## src/lan_cfg_pkg.sv

```systemverilog
/*
 * package for the mac configuration parameter block: register offsets,
 * field positions and reset defaults of the loaded operating parameters.
 * assumes a single 10 MHz system clock and an avalon-mm register slave.
 */
package lan_cfg_pkg;

   // ******************************************************************
   // register byte addresses (one 32-bit word each)
   // ******************************************************************
   localparam logic [4:0] OFS_W0   = 5'h00; // bytes 6-7: count, fifo limit
   localparam logic [4:0] OFS_W1   = 5'h04; // bytes 8-9
   localparam logic [4:0] OFS_W2   = 5'h08; // bytes 10-11
   localparam logic [4:0] OFS_W3   = 5'h0C; // bytes 12-13
   localparam logic [4:0] OFS_W4   = 5'h10; // bytes 14-15
   localparam logic [4:0] OFS_W5   = 5'h14; // byte 16
   localparam logic [4:0] OFS_CTL  = 5'h18; // apply / soft reset
   localparam logic [4:0] OFS_STAT = 5'h1C; // decoded state

   // ******************************************************************
   // field positions
   // ******************************************************************
   localparam int CNT_LO     = 0;
   localparam int FIFO_LO    = 8;
   localparam int RDY_BIT    = 6;
   localparam int SAVBF_BIT  = 7;
   localparam int ALEN_LO    = 8;
   localparam int ALLOC_BIT  = 11;
   localparam int PREAM_LO   = 12;
   localparam int ILPB_BIT   = 14;
   localparam int ELPB_BIT   = 15;
   localparam int LPRI_LO    = 0;
   localparam int ACR_LO     = 4;
   localparam int BOF_BIT    = 7;
   localparam int IFS_LO     = 8;
   localparam int SLOTL_LO   = 0;
   localparam int SLOTH_LO   = 8;
   localparam int RETRY_LO   = 12;
   localparam int TONO_BIT   = 3;
   localparam int CRC16_BIT  = 5;
   localparam int MINF_LO    = 0;
   localparam int CTL_APPLY  = 0;
   localparam int CTL_SRST   = 1;

   // ******************************************************************
   // reset defaults, each word as held in the parameter block
   // ******************************************************************
   localparam logic [3:0]  MIN_BYTE_COUNT = 4'h4;
   localparam logic [2:0]  ALEN_ALIAS     = 3'h7;
   localparam logic [15:0] DEF_W0 = 16'h080C; // 12 bytes, fifo limit 8
   localparam logic [15:0] DEF_W1 = 16'h2600; // 8-byte preamble, 6-byte addr
   localparam logic [15:0] DEF_W2 = 16'h6000; // gap 96 bits
   localparam logic [15:0] DEF_W3 = 16'hF200; // slot 512, 15 retries
   localparam logic [15:0] DEF_W4 = 16'h0000;
   localparam logic [15:0] DEF_W5 = 16'h0040; // 64-byte frame minimum

   // ******************************************************************
   // loopback modes
   // ******************************************************************
   typedef enum logic [2:0] {
      LPB_NONE  = 3'b001,
      LPB_INNER = 3'b010,
      LPB_OUTER = 3'b100
   } loopback_t;

endpackage : lan_cfg_pkg

```

## src/lan_mac_config_params.sv

```systemverilog
/*
 * operating parameter store of the lan mac: software stages the parameter
 * block words over avalon-mm, an apply strobe loads them (as far as the
 * byte count reaches) into the live set that the serial side reads.
 * assumes a synchronous bus master on sys_clk; the serial unit samples
 * the decoded outputs as static levels between frames.
 */
// Implementation choices: the Avalon-MM register port and the register offsets.
// Functional notes
// - keep_bad_frames low discards bad received frames, high keeps them.
// - address length from three-bit field, value 7 acts as 0.
// - placement 0 keeps address apart, device inserts source address.
// - placement 1 puts address in data buffers, no source insertion.
// - bit 14 inner loopback, only bit 15 outer, both gives inner.
// - backoff select 0 standard exponential, 1 alternate method.
// - without-carrier 0 stops on carrier loss, 1 keeps transmitting.
// - crc type 0 selects 32-bit, 1 selects 16-bit ccitt polynomial.
// - minimum frame bytes from bits 0-7 of byte 16.
// - reset loads every parameter with its 802.3-compatible default.
// - defaults: 64-byte frame, 96-bit gap, 512-bit slot, 15 retries.
// - byte count bits 0-3, values below 4 taken as 4.
`timescale 1ns/10ps
module lan_mac_config_params (
   input  wire logic                    sys_clk,
   input  wire logic                    rst_n,
   input  wire logic [4:0]              avs_address,
   input  wire logic                    avs_read,
   input  wire logic                    avs_write,
   input  wire logic [31:0]             avs_writedata,
   input  wire logic [3:0]              avs_byteenable,
   output logic      [31:0]             avs_readdata,
   output logic                         avs_waitrequest,
   output logic                         keep_bad_frames,
   output logic [2:0]                   addr_length,
   output logic                         addr_len_placement,
   output logic                         insert_source_addr,
   output logic [4:0]                   preamble_size,
   output lan_cfg_pkg::loopback_t       loopback_mode,
   output logic                         backoff_method_select,
   output logic                         transmit_without_carrier,
   output logic                         crc_is_16,
   output logic [7:0]                   minimum_frame_bytes,
   output logic [7:0]                   gap_between_frames,
   output logic [10:0]                  slot_time,
   output logic [3:0]                   retry_limit
);

   // ******************************************************************
   // staged and live parameter words
   // ******************************************************************
   logic [15:0] stage_q [6];
   logic [15:0] live_q  [6];
   logic        ack_q;
   logic [31:0] rdata_q;

   function automatic logic [15:0] def_word(input int idx);
      case (idx)
         0:       def_word = lan_cfg_pkg::DEF_W0;
         1:       def_word = lan_cfg_pkg::DEF_W1;
         2:       def_word = lan_cfg_pkg::DEF_W2;
         3:       def_word = lan_cfg_pkg::DEF_W3;
         4:       def_word = lan_cfg_pkg::DEF_W4;
         default: def_word = lan_cfg_pkg::DEF_W5;
      endcase
   endfunction : def_word

   // byte lane merge for a 16-bit word in the low half
   function automatic logic [15:0] merge(input logic [15:0] old_w,
                                         input logic [31:0] wd,
                                         input logic [3:0]  be);
      merge = {be[1] ? wd[15:8] : old_w[15:8], be[0] ? wd[7:0] : old_w[7:0]};
   endfunction : merge

   // ******************************************************************
   // bus decode: one wait cycle, then the answer
   // ******************************************************************
   wire       access     = avs_read | avs_write;
   wire       take       = access & ack_q;
   wire [2:0] word_idx   = avs_address[4:2];
   wire       is_stage   = (word_idx < 3'h6);
   wire       wr_stage   = take & avs_write & is_stage;
   wire       wr_ctl     = take & avs_write & (avs_address == lan_cfg_pkg::OFS_CTL);
   wire       apply      = wr_ctl & avs_byteenable[0] & avs_writedata[lan_cfg_pkg::CTL_APPLY];
   wire       soft_rst   = wr_ctl & avs_byteenable[0] & avs_writedata[lan_cfg_pkg::CTL_SRST];

   assign avs_waitrequest = access & ~ack_q;
   assign avs_readdata    = rdata_q;

   wire [3:0] raw_cnt    = stage_q[0][lan_cfg_pkg::CNT_LO +: 4];
   wire [3:0] eff_cnt    = (raw_cnt < lan_cfg_pkg::MIN_BYTE_COUNT) ?
                           lan_cfg_pkg::MIN_BYTE_COUNT : raw_cnt;

   // byte pos counted from the count byte itself loads only if the count
   // covers it; the count includes its own byte
   function automatic logic byte_in(input logic [3:0] cnt, input int pos);
      byte_in = ({1'b0, cnt} > 5'(pos));
   endfunction : byte_in

   always_ff @(posedge sys_clk) begin
      if (!rst_n) begin
         ack_q <= 1'b0;
      end else begin
         ack_q <= access & ~ack_q;
      end
   end

   always_ff @(posedge sys_clk) begin
      if (!rst_n || soft_rst) begin
         for (int i = 0; i < 6; i++) begin
            stage_q[i] <= def_word(i);
            live_q[i]  <= def_word(i);
         end
      end else begin
         for (int i = 0; i < 6; i++) begin
            if (wr_stage && word_idx == 3'(i)) begin
               stage_q[i] <= merge(stage_q[i], avs_writedata, avs_byteenable);
            end
            if (apply) begin
               if (byte_in(eff_cnt, 2 * i)) begin
                  live_q[i][7:0] <= stage_q[i][7:0];
               end
               if (byte_in(eff_cnt, 2 * i + 1)) begin
                  live_q[i][15:8] <= stage_q[i][15:8];
               end
            end
         end
      end
   end

   // ******************************************************************
   // read path
   // ******************************************************************
   wire [31:0] stat_word = {16'h0000, 5'h00, loopback_mode, crc_is_16,
                            transmit_without_carrier, backoff_method_select,
                            insert_source_addr, addr_len_placement,
                            keep_bad_frames, eff_cnt[1:0]};
   wire [31:0] rd_mux    = is_stage ? {16'h0000, stage_q[word_idx]} :
                           (avs_address == lan_cfg_pkg::OFS_STAT) ? stat_word :
                           32'h0000_0000;

   always_ff @(posedge sys_clk) begin
      if (!rst_n) begin
         rdata_q <= 32'h0000_0000;
      end else if (avs_read && !ack_q) begin
         rdata_q <= rd_mux;
      end
   end

   // ******************************************************************
   // decoded parameters for the serial side
   // ******************************************************************
   wire [1:0] pre_code = live_q[1][lan_cfg_pkg::PREAM_LO +: 2];
   wire [2:0] alen_raw = live_q[1][lan_cfg_pkg::ALEN_LO +: 3];
   wire       lp_in    = live_q[1][lan_cfg_pkg::ILPB_BIT];
   wire       lp_ex    = live_q[1][lan_cfg_pkg::ELPB_BIT];

   assign keep_bad_frames          = live_q[1][lan_cfg_pkg::SAVBF_BIT];
   assign addr_length              = (alen_raw == lan_cfg_pkg::ALEN_ALIAS) ? 3'h0 : alen_raw;
   assign addr_len_placement       = live_q[1][lan_cfg_pkg::ALLOC_BIT];
   assign insert_source_addr       = ~addr_len_placement;
   assign preamble_size            = 5'(5'h02 << pre_code);
   assign loopback_mode            = lp_in ? lan_cfg_pkg::LPB_INNER :
                                     lp_ex ? lan_cfg_pkg::LPB_OUTER : lan_cfg_pkg::LPB_NONE;
   assign backoff_method_select    = live_q[2][lan_cfg_pkg::BOF_BIT];
   assign transmit_without_carrier = live_q[4][lan_cfg_pkg::TONO_BIT];
   assign crc_is_16                = live_q[4][lan_cfg_pkg::CRC16_BIT];
   assign minimum_frame_bytes      = live_q[5][lan_cfg_pkg::MINF_LO +: 8];
   assign gap_between_frames       = live_q[2][lan_cfg_pkg::IFS_LO +: 8];
   assign slot_time                = {live_q[3][lan_cfg_pkg::SLOTH_LO +: 3],
                                      live_q[3][lan_cfg_pkg::SLOTL_LO +: 8]};
   assign retry_limit              = live_q[3][lan_cfg_pkg::RETRY_LO +: 4];

endmodule : lan_mac_config_params

```

## config.mk

```make
export PLATFORM = sky130hd
export DESIGN_NAME = lan_mac_config_params
export DESIGN_NICKNAME = d
export VERILOG_FILES = /design/src/lan_cfg_pkg.sv /design/src/lan_mac_config_params.sv
export SDC_FILE = /design/constraint.sdc
export NUM_CORES = 1
export LEC_CHECK = 0
export BUFFER_PORTS_ARGS = -buffer_cell sky130_fd_sc_hd__buf_2
export CAP_MARGIN = 20
export CORE_MARGIN = 1
export CORE_UTILIZATION = 40
export CTS_BUF_LIST = sky130_fd_sc_hd__clkbuf_16
export DETAILED_ROUTE_END_ITERATION = 8
export PLACE_DENSITY_LB_ADDON = 0.1
export SETUP_SLACK_MARGIN = 0.4
export SLEW_MARGIN = 20
export SYNTH_ARGS = -nofsm -noshare
export SYNTH_HDL_FRONTEND = slang
export SYNTH_SLANG_ARGS = --single-unit
```

## constraint.sdc

```tcl
create_clock -name sys_clk -period 6 [get_ports sys_clk]
set_input_delay 0 -clock sys_clk [delete_from_list [all_inputs] [get_ports sys_clk]]
set_output_delay 0 -clock sys_clk [all_outputs]
set_load 0.01 [all_outputs]
```

==> impl_metrics.tcl, run 1 <==
set metrics [dict create \
    crit_required_ps 6020 \
    setup_violations 0 \
    synth-seq-area-share_pct 60.8 \
    utilization_pct 47.0 \
    cts_made_buffers 17 \
    critPathLaunchType "flip-flop" \
    fin_crit_sh_pct 40.4 \
    cap_viol_max_count 0 \
    status "finished, violations left" \
    die_w_um 138 \
    grt_remaining_overflow 0 \
    insertedDiodeCount 0 \
    synth_ff_type "edfxtp_1" \
    hpwlAfterDp_um 12400 \
    synth_top_cell_by_area "edfxtp_1" \
    worstSetupPathType "flip-flop to flip-flop" \
    grt_max_degree 79 \
    period_needed_ps 2420 \
    dieArea_um2 19100 \
    cts_tree "yes" \
    arrival_ps 2450 \
    clk_pin_slew_ps 60 \
    antenna_found_initial 0 \
    synth-seq-cells 156 \
    synth.cell_area_um2 7430 \
    cts_resized 0 \
    dr.first_iter.drc_count 379 \
    leakage_nw 3.44 \
    violations "DRC" \
    num_vias 4730 \
    syn_inst 574 \
    port_buffers 90 \
    peakVddDrop_uv 193 \
    rows 49 \
    synth.area.top_cells "edfxtp_1 56%, and3_1 6.1%, buf_4 5.3%" \
    fmax_mhz 413 \
    h-tree-depth 4 \
    routed_wl_um 18200 \
    tightest_slew_ps 965 \
    synth_edf_count 139 \
    routedWlPerCell_um 20.7 \
    drc_errors 16 \
    worstPathMaxFanout 33 \
    ios 126 \
    grt_pass1_wl_um 28100 \
    area_delta_synth_final_pct 14.5 \
    first_global_vias 4666 \
    fin_nets 685 \
    finalInstanceArea_um2 8500 \
    yosysWarnings 0 \
    avgSynthCellArea_um2 12.9 \
    worstSetupEndpointType "flip-flop" \
    post-place-ws_ps 3250 \
    core_area_um2 18100 \
    drive_gt1_share_pct 24.0 \
    synth.distinct_cells 45 \
    rsz0062_at_grt "no" \
    finalSetupTns_ps 0 \
    start_util_pct 41.1 \
    clkLatencyLatePin_ps 420 \
    synth_async_sr_flop_share_pct 0 \
    whs_ps 33.9 \
    synthMostInstantiatedCell "edfxtp_1" \
    num-fill-cells 1623 \
    synth_top_cell_area_share_pct 56.2 \
    max_slew_margin_pct 35.3 \
    synth_commonest_cells "139 x edfxtp_1, 72 x and3_1, 52 x buf_4, 47 x and2_1" \
    cts-root-buf "clkbuf_16" \
    hold_viol_final 0 \
    dieHeight_um 138 \
    r2r_slack_ps 3580 \
    min_path_type "input pin to flip-flop" \
    cts_max_path_buffers 2 \
    first_pass_iters 7 \
    place.gp.congestion 0.803 \
    routed_via_density 5.36 \
    cts_sinks 156 \
    slew_viol_final 0 \
    clock_skew_ps 9.49 \
    power_density_nw_per_um2 292 \
    dpl_cell_area_um2 7770 \
    setup_slack_ps 3580 \
    grt_usage_pct 20.0 \
    ant_nets 0 \
]
## cells in the final DEF (no fill, tap or decap), drive strengths merged, types with 2 or more instances in the layout
cell type	count
a21boi	3
a221oi	8
nor3	7
dfxtp	17
and3	72
and3b	2
clkinv	7
nand2	27
inv	7
conb	17
o41ai	5
a31oi	2
mux4	11
nor2	25
mux2	4
a21o	3
nor4	6
clkbuf	17
buf	97
a21oi	6
o21ai	22
and2	47
o221a	3
nor2b	14
mux2i	14
bufinv	3
nand3	8
clkinvlp	2
dlygate4sd3	15
a211oi	5
o221ai	3
nand2b	27
edfxtp	139
## through the flow
step	power (mW)	instances
detailed placement	1.44	835
floorplan	1.37	590
CTS	2.50	882
global placement	1.44	835
finish	2.49	882
global route	2.57	882
## critical path, cell delays in order, from the launching register on
cell and delay, ps:
dfxtp_1 420, and4b_1 320, a31oi_4 740, nand2_1 540
## path summary, 6_finish.rpt
check                      to              from  depth (start not counted)
max reg2reg     live_q[0][25]             ack_q                          3
min                     ack_q         avs_write                          3
min reg2reg  avs_readdata[13]  avs_readdata[13]                          2
max             live_q[0][25]             ack_q                          3
## report_power, final
| part | total, mW | leakage [nW] | internal (mW) | switching [mW] |
|---|---|---|---|---|
| sequential | 1.24 | 1.49 | 1.22 | 0.0180 |
| combinational | 0.188 | 1.66 | 0.0652 | 0.123 |
| clock | 1.06 | 0.288 | 0.646 | 0.417 |
| total | 2.49 | 3.44 | 1.93 | 0.558 |
## state kept, by name (all words and copies together), names as in the netlist
| register | flops |
|---|---|
| ack_q | 1 |
| live_q | 43 |
| stage_q | 96 |
| avs_readdata | 16 |
## metal layers
metal	global-route usage [%]	up-vias	wire, um	part of all wire [%]
li1	-	2193	-	-
met2	29.9	172	8180	45
met5	0	-	0	0
met3	5.09	16	1180	6.5
met1	28.6	2349	8670	48
met4	5.91	0	187	1.0
## what timing repair did
| action | 4_1_cts | 5_1_grt |
|---|---|---|
| buffers inserted | 0 | 0 |
| endpoints found under the hold margin | 65 | 0 |
| hold buffers | 15 | 0 |
## kinds of logic after synthesis
| family | after synthesis | synth area share [%] |
|---|---|---|
| simple gates | 242 | 20.4 |
| flops | 156 | 60.8 |
| buf+inv | 85 | 7.11 |
| compound gates | 61 | 5.88 |
| mux | 29 | 5.83 |
| other cells | 1 | 0.0505 |
## layout make-up
cell class,instances,area [um2],share of cell area [%]
clock buffer,17,425,5.00
timing repair buffer,112,653,7.68
tap,229,287,3.37
sequential,156,4510,53.1
inverter,4,15.0,0.177
multi-input combinational,349,2450,28.9
clock inverter,15,156,1.84
Power figures use the tool's default switching activity.
==> run 2: changes to the inputs <==
==> constraint.sdc (replaced) <==
create_clock -name sys_clk -period 2.37 [get_ports sys_clk]
set_input_delay 0 -clock sys_clk [delete_from_list [all_inputs] [get_ports sys_clk]]
set_output_delay 0 -clock sys_clk [all_outputs]
set_load 0.01 [all_outputs]
==> run 2 against run 1 <==
Compared with the run above: the flow still finishes with violations (DRC); critical path depth grew 1; fmax grew 33%; clock-buffer cell count is the same; non-clock buffer count grew 22; sequential cell count is the same; total power grew to 2.6 times the previous value; clock skew is essentially flat; critical endpoint is now live_q[0][27].
==> impl_metrics.tcl, run 2 (synthesized netlist as in run 1, its figures left out) <==
set metrics [dict create \
    status "finished, violations left" \
    violations "DRC" \
    drc_errors 15 \
    crit_slowest_cell "dfxtp_2" \
    dr.first_iter.drc_count 365 \
    max_slew_margin_pct 66.7 \
    cts_sinks 156 \
    period_needed_ps 1820 \
    peakVddDrop_uv 495 \
    rsz0062_at_grt "no" \
    antenna_found_initial 0 \
    dieHeight_um 138 \
    clkLatencyLatePin_ps 420 \
    path_cells "and4b_1 > a31oi_2 > buf_4 > nand2_1" \
    routedWlPerCell_um 20.3 \
    tightest_slew_ps 498 \
    hold_viol_final 0 \
    port_buffers 90 \
    num_vias 4768 \
    leakage_nw 3.58 \
    min_path_type "input pin to flip-flop" \
    grt_remaining_overflow 0 \
    ant_nets 0 \
    fin_nets 707 \
    cts_max_path_buffers 2 \
    m1WireLength_um 8440 \
    area_delta_synth_final_pct 16.9 \
    worstPathMaxFanout 11 \
    layout_common_cells "139 x edfxtp_1, 90 x buf_2, 72 x and3_1" \
    grt_usage_pct 20.3 \
    drive_gt1_share_pct 26.7 \
    slew_viol_final 0 \
    final_common_cell "edfxtp_1" \
    insertedDiodeCount 0 \
    regMostFlops "stage_q" \
    first_global_vias 4797 \
    crit_required_ps 2430 \
    routed_wl_um 18400 \
    largest_reg_flops 96 \
    rows 49 \
    core_area_um2 18100 \
    routed.top_layer "met4" \
    hpwlAfterDp_um 13100 \
    first_pass_iters 8 \
    place.gp.congestion 0.807 \
    ios 126 \
    cts-root-buf "clkbuf_16" \
    met3_length_um 1440 \
    placed_cells 854 \
    dieArea_um2 19100 \
    h-tree-depth 4 \
    clk_pin_slew_ps 60 \
    die_w_um 138 \
    power_density_nw_per_um2 733 \
    cts_made_buffers 17 \
    finalSetupTns_ps 0 \
    start_util_pct 41.1 \
    cts_tree "yes" \
    routed_via_density 5.27 \
    arrival_ps 1870 \
    power_mw 6.37 \
    stdcell_count 904 \
    slowest_delay_ps 430 \
    worstSetupPathType "flip-flop to flip-flop" \
    grt_pass1_wl_um 28700 \
    grt_max_degree 40 \
    route.met2.wl_um 8250 \
    worstSetupEndpointType "flip-flop" \
    critPathLaunchType "flip-flop" \
    setup_violations 0 \
    fin_crit_sh_pct 76.7 \
    clock_skew_ps 9.29 \
    cap_viol_max_count 0 \
    num-fill-cells 1586 \
    fmax_mhz 550 \
]
==> run 2: cell types whose count changed in the layout (fill, tap and decap cells not counted), sizes merged <==
| cell | before | now |
|---|---|---|
| buf | 97 | 118 |
| clkinv | 7 | 5 |
| bufinv | 3 | 4 |
| dlygate4sd3 | 15 | 16 |
| inv | 7 | 10 |
| clkinvlp | 2 | 0 |
==> run 2: worst paths after layout <==
path | slack [ps] | depth (start not counted) | from | endpoint
min | 40 | 2 | avs_writedata[0] | stage_q[2][0]
max reg2reg | 550 | 4 | ack_q | live_q[0][27]
max | 550 | 4 | ack_q | live_q[0][27]
min reg2reg | 480 | 2 | avs_readdata[15] | avs_readdata[15]
==> run 2: repair_timing <==
action / CTS / global route
setup endpoints to repair: 0 / 138
gates resized for setup: 0 / 4
hold buffers: 16 / 0
buffers inserted: 0 / 2
hold endpoints to repair: 60 / 0
==> run 2: where the power goes <==
group,internal (mW),switching (mW)
Sequential,3.08,0.0445
Combinational,0.177,0.318
Clock,1.73,1.02
Total,4.99,1.38
==> run 2: worst max-delay path, delay by kind of cell (launching register included) <==
kind | cells | cell delay, ps
AO/OA/AOI/OAI | 1 | 130
flip-flops | 1 | 430
buffers and inverters | 1 | 190
AND/OR/NAND/NOR | 2 | 700
==> run 2: area by class of cell <==
class / count / area, um2 / share of cell area, %
Clock buffer: 17 / 425 / 4.90
Clock inverter: 15 / 170 / 1.96
Inverter: 4 / 15.0 / 0.173
Multi-Input combinational cell: 349 / 2450 / 28.2
Sequential cell: 156 / 4520 / 52.0
Tap cell: 229 / 287 / 3.30
Timing Repair Buffer: 134 / 821 / 9.45
==> run 2: through the flow <==
stage	setup WS, ps	area [um2]	util [%]	hold WS, ps
floorplan	401	7490	-	175
global placement	476	7910	43.7	312
detailed placement	425	7910	43.7	332
CTS	406	8660	47.9	28.6
global route	457	8690	48.0	42.4
finish	551	8690	48.0	41.3
==> run 2: layer usage <==
layer	track usage, %	vias up
li1	-	2235
met1	28.2	2310
met2	31.0	203
met3	5.58	20
met4	6.39	0
met5	0	-
